===== config.mk =====
export PLATFORM = sky130hd
export DESIGN_NAME = bbm_regs
export DESIGN_NICKNAME = d
export VERILOG_FILES = /design/src/inc/bbm_pkg.sv /design/src/hw/bbm_regs.sv
export SDC_FILE = /design/constraint.sdc
export NUM_CORES = 1
export LEC_CHECK = 0
export ABC_AREA = 1
export BUFFER_PORTS_ARGS = -buffer_cell sky130_fd_sc_hd__buf_2
export CAP_MARGIN = 40
export CORE_ASPECT_RATIO = 0.6
export CORE_MARGIN = 2
export CORE_UTILIZATION = 60
export DETAILED_ROUTE_END_ITERATION = 6
export PLACE_DENSITY = 0.8
export SLEW_MARGIN = 20
export SYNTH_ARGS = -nofsm -noshare
export SYNTH_HDL_FRONTEND = slang
export SYNTH_SLANG_ARGS = --single-unit

===== constraint.sdc =====
create_clock -name core_clk -period 2.4 [get_ports core_clk]
set_input_delay 0.12 -clock core_clk [delete_from_list [all_inputs] [get_ports core_clk]]
set_output_delay 0.12 -clock core_clk [all_outputs]
set_load 0.01 [all_outputs]

===== src/inc/bbm_pkg.sv =====
// Purpose: Constants shared by the baseband modem control register bank.
// Assumes: 25 MHz core clock, 16-bit serial control frames, MSB first.
// Notes: Reserved addresses read as zero.
package bbm_pkg;
	// Register addresses.
	localparam logic [6:0] ADDR_RX_LEN_HI = 7'h05;
	localparam logic [6:0] ADDR_RX_LEN_LO = 7'h06;
	localparam logic [6:0] ADDR_RX_SERVICE = 7'h07;
	localparam logic [6:0] ADDR_TX_GAIN = 7'h11;
	localparam logic [6:0] ADDR_TX_DUR_HI = 7'h12;
	localparam logic [6:0] ADDR_TX_DUR_LO = 7'h13;
	localparam logic [6:0] ADDR_LOW_TRIM = 7'h14;
	localparam logic [6:0] ADDR_HIGH_TRIM = 7'h15;
	localparam logic [6:0] ADDR_OPTIONS_A = 7'h1C;
	localparam logic [6:0] ADDR_OPTIONS_B = 7'h1D;

	// Reset values.
	localparam logic [7:0] RESET_BYTE = 8'h00;

	// Field positions.
	localparam int TXG_CODE_LSB = 2;
	localparam int TXG_SCRAMBLE_BIT = 1;
	localparam int TXG_LEN_EXT_BIT = 0;
	localparam int SVC_LEN_EXT_BIT = 7;
	localparam int SVC_MOD_SEL_BIT = 3;
	localparam int SVC_CLK_LOCK_BIT = 2;
	localparam int TRIM_MSB = 5;
	localparam int HGT_CH14_BIT = 7;
	localparam int HGT_PAD_BIT = 6;
	localparam int OPA_SAT_SIGN_BIT = 7;
	localparam int OPA_SAT_MAG_MSB = 6;
	localparam int OPA_SAT_MAG_LSB = 5;
	localparam int OPA_RETRIG_BIT = 4;
	localparam int OPA_ALT_BUS_BIT = 3;
	localparam int OPB_LNA_HOLD_BIT = 7;
	localparam int OPB_RETRIG_LOW_BIT = 2;

	// Write masks; reserved bits are not stored.
	localparam logic [7:0] MASK_LOW_TRIM = 8'h3F;
	localparam logic [7:0] MASK_OPTIONS_A = 8'hF8;
	localparam logic [7:0] MASK_OPTIONS_B = 8'h84;

	// Saturation threshold base.
	localparam logic [2:0] SAT_BASE = 3'h4;

	// Serial frame layout.
	localparam logic [4:0] FRAME_ADDR_BITS = 5'h08;
	localparam logic [4:0] FRAME_BITS = 5'h10;

	// Timing.
	localparam int CLK_FREQ_HZ = 25_000_000;
	localparam int CYCLES_PER_US = CLK_FREQ_HZ / 1_000_000;
	localparam int STEP_HOLD_BASE_US = 1;
	localparam int STEP_HOLD_TOTAL_US = 2;
	localparam logic [4:0] US_DIV_LAST = 5'(CYCLES_PER_US - 1);
	localparam logic [5:0] HOLD_BASE_CYC = 6'(STEP_HOLD_BASE_US * CYCLES_PER_US);
	localparam logic [5:0] HOLD_TOTAL_CYC = 6'(STEP_HOLD_TOTAL_US * CYCLES_PER_US);

	// Serial port phases.
	typedef enum logic [1:0]
	{
		BBM_PH_IDLE = 2'b00,
		BBM_PH_ADDR = 2'b01,
		BBM_PH_DATA = 2'b10
	} bbm_phase_e;
endpackage : bbm_pkg


===== src/hw/bbm_regs.sv =====
// Purpose: Control register bank of a spread-spectrum baseband modem.
// Assumes: Serial port pins are synchronous to core_clk and slower than it.
// Notes: Frame is R/W bit, 7-bit address, 8 data bits, MSB first.
// Operation
// - Received length high byte readable at 0x05.
// - Received DSSS length is packet microseconds.
// - Received length low byte readable at 0x06.
// - Service byte readable, bit 7 length extension.
// - Service bit 3 modulation select, zero CCK.
// - Service bit 2 shows synth clock lock.
// - Six-bit transmit gain code, bits 7..2.
// - Gain bit 1 set bypasses scrambler.
// - Gain bit 0 is transmitted length extension.
// - Transmit for programmed microseconds after request.
// - Six-bit low gain trim, bits 7..6 reserved.
// - Six-bit high gain trim in bits 5..0.
// - High trim bit 7 enables channel-14 filter.
// - High trim bit 6 enables Ds_attenuation_pad.
// - Saturation threshold is four plus signed offset.
// - Options A bit 4 enables saturation retrigger.
// - Options A bit 3 selects alternate bus.
// - LNA falling edge holds AGC 2us when enabled.
// - Options B bit 2 selects low retrigger count.
module bbm_regs
	import bbm_pkg::*;
(
	// Clock and reset.
	input wire logic core_clk,
	input wire logic sys_rst,
	// Serial control port.
	input wire logic port_sclk,
	input wire logic port_sel_n,
	input wire logic port_mosi,
	output logic port_miso,
	// Received header from the demodulator.
	input wire logic rx_header_valid,
	input wire logic [15:0] received_length_bits,
	input wire logic [7:0] received_service_bits,
	// Transmit control.
	input wire logic tx_start,
	output logic tx_active,
	output logic [5:0] transmit_gain_code,
	output logic scrambler_bypass,
	output logic transmit_length_extension,
	// Gain calibration and filtering.
	output logic [5:0] low_gain_offset,
	output logic [5:0] high_gain_offset,
	output logic ch14_filter_enable,
	output logic ds_attenuation_pad,
	// Automatic gain control options.
	input wire logic lna_gain_select_pin,
	output logic [2:0] saturation_threshold,
	output logic agc_retrigger_enable,
	output logic alt_data_bus_enable,
	output logic agc_retrigger_low,
	output logic agc_decision_hold
);
	import bbm_pkg::*;

	typedef struct packed
	{
		// Serial port framing.
		bbm_phase_e phase;
		logic sclk_prev;
		logic [4:0] bit_cnt;
		logic [7:0] shift_in;
		logic read_op;
		logic [6:0] addr;
		logic [7:0] shift_out;
		logic miso;

		// Register contents.
		logic [7:0] rx_len_hi;
		logic [7:0] rx_len_lo;
		logic [7:0] rx_service;
		logic [7:0] tx_gain;
		logic [7:0] tx_dur_hi;
		logic [7:0] tx_dur_lo;
		logic [7:0] low_trim;
		logic [7:0] high_trim;
		logic [7:0] options_a;
		logic [7:0] options_b;

		// Timers and derived outputs.
		logic [2:0] sat_thr;
		logic tx_busy;
		logic [15:0] us_left;
		logic [4:0] us_div;
		logic lna_prev;
		logic [5:0] hold_cnt;
		logic hold;
	} bbm_state_s;

	localparam bbm_state_s STATE_RESET = '{
		phase: BBM_PH_IDLE,
		sclk_prev: 1'b0,
		bit_cnt: 5'h00,
		shift_in: RESET_BYTE,
		read_op: 1'b0,
		addr: 7'h00,
		shift_out: RESET_BYTE,
		miso: 1'b0,

		rx_len_hi: RESET_BYTE,
		rx_len_lo: RESET_BYTE,
		rx_service: RESET_BYTE,
		tx_gain: RESET_BYTE,
		tx_dur_hi: RESET_BYTE,
		tx_dur_lo: RESET_BYTE,
		low_trim: RESET_BYTE,
		high_trim: RESET_BYTE,
		options_a: RESET_BYTE,
		options_b: RESET_BYTE,

		sat_thr: SAT_BASE,
		tx_busy: 1'b0,
		us_left: 16'h0000,
		us_div: 5'h00,
		lna_prev: 1'b0,
		hold_cnt: 6'h00,
		hold: 1'b0
	};

	bbm_state_s state_reg;
	bbm_state_s state_next;

	// Returns the readable value of one address.
	function automatic logic [7:0] read_byte(input bbm_state_s s, input logic [6:0] a);
		logic [7:0] d;
		d = 8'h00;
		case (a)
			ADDR_RX_LEN_HI: d = s.rx_len_hi;
			ADDR_RX_LEN_LO: d = s.rx_len_lo;
			ADDR_RX_SERVICE: d = s.rx_service;
			ADDR_TX_GAIN: d = s.tx_gain;
			ADDR_TX_DUR_HI: d = s.tx_dur_hi;
			ADDR_TX_DUR_LO: d = s.tx_dur_lo;
			ADDR_LOW_TRIM: d = s.low_trim & MASK_LOW_TRIM;
			ADDR_HIGH_TRIM: d = s.high_trim;
			ADDR_OPTIONS_A: d = s.options_a & MASK_OPTIONS_A;
			ADDR_OPTIONS_B: d = s.options_b & MASK_OPTIONS_B;
			default: d = 8'h00;
		endcase
		return d;
	endfunction : read_byte

	always_comb
	begin
		logic rise;
		logic fall;
		logic [7:0] wdata;
		logic [1:0] mag;
		logic wr_strobe;
		logic tx_go;
		logic us_tick;
		logic lna_fall;
		logic [15:0] dur;
		rise = 1'b0;
		fall = 1'b0;
		wdata = 8'h00;
		mag = 2'h0;
		wr_strobe = 1'b0;
		tx_go = 1'b0;
		us_tick = 1'b0;
		lna_fall = 1'b0;
		dur = 16'h0000;

		state_next = state_reg;
		rise = port_sclk && !state_reg.sclk_prev;
		fall = !port_sclk && state_reg.sclk_prev;
		state_next.sclk_prev = port_sclk;

		// Serial frame engine.
		if (port_sel_n)
		begin
			state_next.phase = BBM_PH_IDLE;
			state_next.bit_cnt = 5'h00;
			state_next.miso = 1'b0;
			state_next.read_op = 1'b0;
			state_next.shift_out = RESET_BYTE;
		end
		else
		begin
			case (state_reg.phase)
				BBM_PH_IDLE:
				begin
					state_next.phase = BBM_PH_ADDR;
					state_next.bit_cnt = 5'h00;
					if (rise)
					begin
						state_next.shift_in = {state_reg.shift_in[6:0], port_mosi};
						state_next.bit_cnt = 5'h01;
					end
				end
				BBM_PH_ADDR:
				begin
					if (rise)
					begin
						wdata = {state_reg.shift_in[6:0], port_mosi};
						state_next.shift_in = wdata;
						state_next.bit_cnt = state_reg.bit_cnt + 5'h01;
						if (state_reg.bit_cnt + 5'h01 == FRAME_ADDR_BITS)
						begin
							state_next.read_op = wdata[7];
							state_next.addr = wdata[6:0];
							state_next.shift_out = read_byte(state_reg, wdata[6:0]);
							state_next.phase = BBM_PH_DATA;
						end
					end
				end
				BBM_PH_DATA:
				begin
					if (fall)
					begin
						state_next.miso = state_reg.read_op && state_reg.bit_cnt != FRAME_BITS
							&& state_reg.shift_out[7];
						state_next.shift_out = {state_reg.shift_out[6:0], 1'b0};
					end
					if (rise && state_reg.bit_cnt != FRAME_BITS)
					begin
						wdata = {state_reg.shift_in[6:0], port_mosi};
						state_next.shift_in = wdata;
						state_next.bit_cnt = state_reg.bit_cnt + 5'h01;
						if (state_reg.bit_cnt + 5'h01 == FRAME_BITS && !state_reg.read_op)
						begin
							wr_strobe = 1'b1;
						end
					end
				end
				default:
				begin
					state_next.phase = BBM_PH_IDLE;
				end
			endcase
		end

		// Register write at the close of a write frame.
		if (wr_strobe)
		begin
			case (state_reg.addr)
				ADDR_TX_GAIN: state_next.tx_gain = wdata;
				ADDR_TX_DUR_HI: state_next.tx_dur_hi = wdata;
				ADDR_TX_DUR_LO: state_next.tx_dur_lo = wdata;
				ADDR_LOW_TRIM: state_next.low_trim = wdata & MASK_LOW_TRIM;
				ADDR_HIGH_TRIM: state_next.high_trim = wdata;
				ADDR_OPTIONS_A: state_next.options_a = wdata & MASK_OPTIONS_A;
				ADDR_OPTIONS_B: state_next.options_b = wdata & MASK_OPTIONS_B;
				default: state_next.addr = state_reg.addr;
			endcase
		end

		// Received header capture; the length is the packet time in microseconds.
		if (rx_header_valid)
		begin
			state_next.rx_len_hi = received_length_bits[15:8];
			state_next.rx_len_lo = received_length_bits[7:0];
			state_next.rx_service = received_service_bits;
		end

		// Transmit duration in microseconds; a request while busy is ignored.
		dur = {state_reg.tx_dur_hi, state_reg.tx_dur_lo};
		tx_go = tx_start && !state_reg.tx_busy;
		us_tick = state_reg.tx_busy && state_reg.us_div == US_DIV_LAST;
		if (tx_go)
		begin
			state_next.us_left = dur;
			state_next.us_div = 5'h00;
			state_next.tx_busy = dur != 16'h0000;
		end
		else if (state_reg.tx_busy)
		begin
			if (us_tick)
			begin
				state_next.us_div = 5'h00;
				state_next.us_left = state_reg.us_left - 16'h0001;
				if (state_reg.us_left == 16'h0001)
				begin
					state_next.tx_busy = 1'b0;
				end
			end
			else
			begin
				state_next.us_div = state_reg.us_div + 5'h01;
			end
		end

		// Saturation threshold from signed-magnitude offset.
		mag = state_next.options_a[OPA_SAT_MAG_MSB:OPA_SAT_MAG_LSB];
		if (state_next.options_a[OPA_SAT_SIGN_BIT])
		begin
			state_next.sat_thr = SAT_BASE - {1'b0, mag};
		end
		else
		begin
			state_next.sat_thr = SAT_BASE + {1'b0, mag};
		end

		// AGC decision hold after an LNA gain step down.
		state_next.lna_prev = lna_gain_select_pin;
		lna_fall = state_reg.lna_prev && !lna_gain_select_pin;
		if (lna_fall)
		begin
			if (state_reg.options_b[OPB_LNA_HOLD_BIT])
			begin
				state_next.hold_cnt = HOLD_TOTAL_CYC;
			end
			else
			begin
				state_next.hold_cnt = HOLD_BASE_CYC;
			end
		end
		else if (state_reg.hold_cnt != 6'h00)
		begin
			state_next.hold_cnt = state_reg.hold_cnt - 6'h01;
		end
		state_next.hold = state_next.hold_cnt != 6'h00;
	end

	always_ff @(posedge core_clk)
	begin
		if (sys_rst)
		begin
			state_reg <= STATE_RESET;
		end
		else
		begin
			state_reg <= state_next;
		end
	end

	assign port_miso = state_reg.miso;
	assign tx_active = state_reg.tx_busy;
	assign transmit_gain_code = state_reg.tx_gain[7:TXG_CODE_LSB];
	assign scrambler_bypass = state_reg.tx_gain[TXG_SCRAMBLE_BIT];
	assign transmit_length_extension = state_reg.tx_gain[TXG_LEN_EXT_BIT];
	assign low_gain_offset = state_reg.low_trim[TRIM_MSB:0];
	assign high_gain_offset = state_reg.high_trim[TRIM_MSB:0];
	assign ch14_filter_enable = state_reg.high_trim[HGT_CH14_BIT];
	assign ds_attenuation_pad = state_reg.high_trim[HGT_PAD_BIT];
	assign saturation_threshold = state_reg.sat_thr;
	assign agc_retrigger_enable = state_reg.options_a[OPA_RETRIG_BIT];
	assign alt_data_bus_enable = state_reg.options_a[OPA_ALT_BUS_BIT];
	assign agc_retrigger_low = state_reg.options_b[OPB_RETRIG_LOW_BIT];
	assign agc_decision_hold = state_reg.hold;
endmodule : bbm_regs


=== Word-level counts from Yosys, hierarchy flattened ===
Cells that the tools add are included.

* Bits in read-only memories: 0
* Output and inout port bits: 31
* Bits in latches: 0
* Bits in registers: 134
* Word-level logic and storage cells: 138
* Bits in writable memories: 0
* Memories kept: 0

* Bitwise logic cells: 2
* Reduce and logical (&&, ||, !) cells: 39
* Mux-type cells: 35
* Equal/unequal tests: 30
* Add/sub/neg operators: 6
* Shifts and indexed selects: 0
* Multipliers: 0
* Divide/modulo/power cells: 0
* Order comparisons: 0

{| class="wikitable"
|+ Operators with widths
! operator !! count
|-
| 7-bit by 5-bit == test with 1-bit output, second input constant || 14
|-
| 8-bit case mux with 10 select lines || 1
|-
| 22-bit 2-to-1 mux || 2
|-
| 8-bit 2-to-1 mux || 5
|-
| 13-bit case mux with 3 select lines || 1
|-
| 16-bit 2-to-1 mux || 2
|-
| 8-bit case mux with 2 select lines || 2
|-
| 29-bit 2-to-1 mux || 1
|-
| 7-bit 2-to-1 mux || 4
|-
| 7-bit by 3-bit == test with 1-bit output, second input constant || 3
|-
| 6-bit 2-to-1 mux || 3
|-
| 9-bit 2-to-1 mux || 2
|-
| 2-bit AND reduction || 9
|-
| 17-bit 2-to-1 mux || 1
|-
| 16-bit by 1-bit == test with 1-bit output, second input constant || 1
|-
| 16-bit nonzero test || 1
|-
| 16-bit by 1-bit subtractor with 16-bit output, second input constant || 1
|-
| 13-bit 2-to-1 mux || 1
|-
| 2-bit inequality test, second input constant || 6
|-
| 6-bit nonzero test || 2
|-
| 5-bit by 1-bit adder with 5-bit output, second input constant || 2
|-
| 5-bit == test, second input constant || 2
|-
| 1-bit logical AND || 9
|-
| 3-bit AND reduction || 3
|-
| 21 further kinds || 34
|}

=== Longest topological paths before layout ===
* Depth in word-level cells: 10
* Depth in mapped cells: 14
* Depth with buffers taken out: 13

=== Least setup slack after synthesis ===
Ideal clock, no wire load.

* Path type: reg2reg
* Start: register state_reg[145] in the netlist's numbering
* End: register state_reg (netlist bit saturation_threshold[1])
* Stages on the path, launching flop included: 13
* Library setup time: 118 ps
* Arrival: 1939 ps
* Buffers on the path: 0
* Slack: 343 ps
* Period minus slack after synthesis: 2057 ps
* Cell sequence: dfxtp_1 inv_1 ha_1 inv_1 nor2_1 inv_1 nor3_1 inv_1 nand2_1 o21ai_1 ha_1 nor2_1 a21oi_1

* Word-level cells in the longest chain between the ends: 7
* Elaborated cells on any way between the ends: 11

{| class="wikitable"
|+ Ends and longest elaborated chain
! element !! RTL line !! text
|-
| from (decl) || bbm_regs.sv:124 || <nowiki>bbm_state_s state_reg;</nowiki>
|-
| from (signal assigned) || bbm_regs.sv:327 || <nowiki>state_reg <= state_next;</nowiki>
|-
| 2-bit == test / 2-bit by 1-bit == test with 1-bit output (equally long branches) || bbm_regs.sv:184 || <nowiki>case (state_reg.phase)</nowiki>
|-
| 8-bit case mux with 2 select lines || bbm_regs.sv:184 ||
|-
| 8-bit 2-to-1 mux || bbm_regs.sv:174 || <nowiki>if (port_sel_n)</nowiki>
|-
| 8-bit 2-to-1 mux || bbm_regs.sv:240 || <nowiki>case (state_reg.addr)</nowiki>
|-
| 16-bit 2-to-1 mux (*) || bbm_regs.sv:238 || <nowiki>if (wr_strobe)</nowiki>
|-
| 3-bit by 2-bit adder with 3-bit output / 3-bit by 2-bit subtractor with 3-bit output (equally long branches) || bbm_regs.sv:295, bbm_regs.sv:291 ||
|-
| 3-bit 2-to-1 mux (*) || bbm_regs.sv:289 || <nowiki>if (state_next.options_a[OPA_SAT_SIGN_BIT])</nowiki>
|}

Every way passes the cells marked *; elsewhere a longest branch is shown, timed or not.
A chain may end at the register's enable or synchronous reset.

=== Final worst setup path ===
* Start: register state_reg[144] in the netlist's numbering
* End: register state_reg (netlist bit saturation_threshold[1])

The elaborated chain is that of the path after synthesis.

==> run_results.csv <==
group,metric,value,unit
clock_network,worst_skew_pair.late_latency,420,ps
detailed_routing,remaining_drc_errors,1,
place,dp_slack,121,ps
clock_network,setup_buffers_after_cts,0,
logic_synthesis,synth.distinct_cells,41,
timing,setup_ws,199,ps
floorplanning,design.die.area,0.0123,mm²
detailed_routing,postRouteAntennaNets,0,
clock_network,cts_tree,"built",
global_routing,first_global_vias,5968,
timing,tightest_slew,795,ps
outcome,status,"finished with violations",
clock_network,clock_sinks,133,
floorplanning,std_cell_rows,30,
place,gp_routability_congestion,0.984,
logic_synthesis,synth.net_count,1043,
clock_network,clk_transition_reported_paths,60,ps
logic_synthesis,ys.flop_type,"dfxtp_1",
setup_path,crit_path_end_kind,"flip-flop",
setup_path,timing.critical_path.required,2700,ps
finish,instances_no_fill,1224,
global_routing,grt_antenna_before_repair,0,
floorplanning,die_y,86.6,µm
clock_network,clock_tree.root_cell,"clkbuf_16",
setup_path,timing.critical_path.cells,"inv_1 > ha_1 > inv_1 > nor2_1 > inv_2 > nor3_2 > inv_1 > nand2_1 > o21ai_1 > ha_1 > nor2_1 > a21oi_1",
finish,final_net_count,1114,
place,port-buffer-count,62,
logic_synthesis,ys_ff_latch,133,
detailed_routing,vias,6862,
finish,largest_register_ff_count,103,
timing,fmaxAchievable,454,MHz
floorplanning,chipWidth,142,µm
min_path,hold_class,"primary input to flip-flop",
place,hpwl_after_detailed_placement,13.8,mm
floorplanning,initial_util,61.0,%
timing,final_period_minus_worst_setup_slack,2200,ps
timing,final.period_utilization,91.7,%
finish,area_growth_syn_to_layout,17.7,%
global_routing,globalRouteTotalUtil,31.9,%
timing,timing_max_transition_violations_final,0,
global_routing,wire_length_of_the_first_global_routing_pass,30.5,mm
setup_path,critical-path-max-stage-delay,370,ps
global_routing,aggregate_global_routing_overflow,0,
timing,skew,9.27,ps
setup_path,setup.worst_path.start_class,"flip-flop",
power_and_ir_drop,power_leakage,0.00349,µW
finish,share_of_the_core_filled_with_cells,71.7,%
detailed_routing,via_per_inst,5.61,
finish,layout_cells_sized_above_1,14.2,%
timing,final_hold_viol_count,0,
timing,final.hold.worst_slack,21.9,ps
global_routing,grt_max_degree,35,
setup_path,ff2ff_setup_slack,200,ps
power_and_ir_drop,vdd_drop_max,0.659,mV
setup_path,cp_slowest_cell,"dfxtp_1",
power_and_ir_drop,power_density_over_the_cells,730,mW/mm²
setup_path,cpMostUsedCell,"inv_1",
clock_network,cts_max_path_buffers,2,
floorplanning,coreArea,0.0112,mm²
detailed_routing,avgRoutedWirePerCell,15.6,µm
logic_synthesis,synth-edff-count,0,
setup_path,worstPathArrival,2500,ps
setup_path,path_buf_inv,4,
detailed_routing,dr.first_iter.drc_count,639,
run,max_cap_violations,0,
detailed_routing,route.final.wire_length,19.1,mm
timing,totalNegativeSetupSlack,0,ps
logic_synthesis,ys_seq_area_share,39.0,%
place,placed_cells_incl_taps,1169,
logic_synthesis,synth_async_sr_flop_share,0,%
timing,grt_setup_unrepaired,"no",
clock_network,cts-buffers-inserted,17,
logic_synthesis,synthesis.area,0.00682,mm²
clock_network,cts.htree.levels,4,
logic_synthesis,post_synth.cell_area_avg,6.85,µm²
finish,antenna_cells_inserted,0,
outcome,failed_checks,"design-rule violations",
timing,finalSetupViolations,0,
setup_path,path_class,"flip-flop to flip-flop",
logic_synthesis,synth-warning-count,0,
setup_path,path_delay_family,"simple AND/OR/NAND/NOR gates",
timing,timing.slew.headroom,46.9,%
floorplanning,top_level_ports,63,
setup_path,top_fanout_value_on_the_critical_path,5,
detailed_routing,detailedRoute.firstPassIterationCount,7,
logic_synthesis,synthCells,996,
[repair_timing]
action,CTS,global route
gates resized for setup,0,3
hold buffers,23,0
setup endpoints to repair,0,2
hold endpoints to repair,23,0
[report_power, final]
group	internal, µW	total (µW)	leakage [µW]	switching, µW
Combinational	291	788	0.00212	497
Clock	1690	2690	0.000288	1000
Sequential	2310	2380	0.00108	69.2
Total	4290	5860	0.00349	1570
[kinds of logic after synthesis]
kind of cell	share of synthesized area, %
and+or+nand+nor	27.8
DFF	39.0
AOI/OAI and AO/OA	17.9
adders and majority gates	2.75
buffers and inverters	11.7
xor gates and xnor gates	0.899
[routing by layer]
layer,part of all wire [%],vias to the layer above,GRT usage [%]
met5,0,-,0
met4,1.1,0,6.82
met3,13,24,8.78
met2,38,381,43.7
met1,47,3086,49.3
li1,-,3371,-
[through the flow]
stage	instance area (µm²)	total power, µW
5_1_grt	8020	6100
3_3_place_gp	7180	3140
2_1_floorplan	6820	2970
3_5_place_dp	7180	3150
4_1_cts	8020	5840
6_report	8020	5860
[layout make-up]
class                           instances  area, µm²
Sequential cell                       133       2660
Inverter                              130        489
Multi-Input combinational cell        682       3370
Timing Repair Buffer                  103        713
Clock inverter                         12        153
Fill cell                             917       3160
Tap cell                              144        180
Clock buffer                           20        457
[placed cells by master, fill, tap and decap left out, types with 6 or more instances in the layout]
cell type      count
a21oi_1           95
nor3_2             6
dlygate4sd3_1     23
clkbuf_16         17
a31oi_1           11
nor2_1           130
nand2_2            7
a211oi_1           8
o21ai_0          103
buf_2             62
o22ai_1            6
ha_1              14
nand2_1          177
nor2_2             8
buf_4             15
nand3_1           61
inv_2              6
inv_1            121
dfxtp_1          133
nor3_1            11
nand4_1           11
[cell usage after synthesis (all sizes together) (15+ instances only)]
cell	n	share of area, %
o21ai	104	7.6
nor2	141	8.4
nor3	18	1.9
nand3	64	4.9
a21oi	96	7.2
nand2	185	11
buf	31	3.4
dfxtp	133	39
clkbuf	20	1.1
ha	15	2.8
inv	128	7.0
[worst reg2reg max path, delay by kind of cell, from the launching register on]
kind | cells | cell delay, ps
AND/OR/NAND/NOR | 4 | 620
adder cells (fa/ha/maj) | 2 | 590
buffers and inverters | 4 | 380
flip-flops | 1 | 370
AO/OA/AOI/OAI | 2 | 130
[final timing paths]
| path | startpoint | end | cells past startpoint |
|---|---|---|---|
| setup reg to reg | state_reg[144] | saturation_threshold[1] | 12 |
| hold / removal | received_length_bits[10] | state_reg[107] | 3 |
| hold reg to reg | state_reg[97] | state_reg[97] | 2 |
| setup / recovery | state_reg[144] | saturation_threshold[1] | 12 |
No activity file was read; power rests on OpenSTA's default activity.
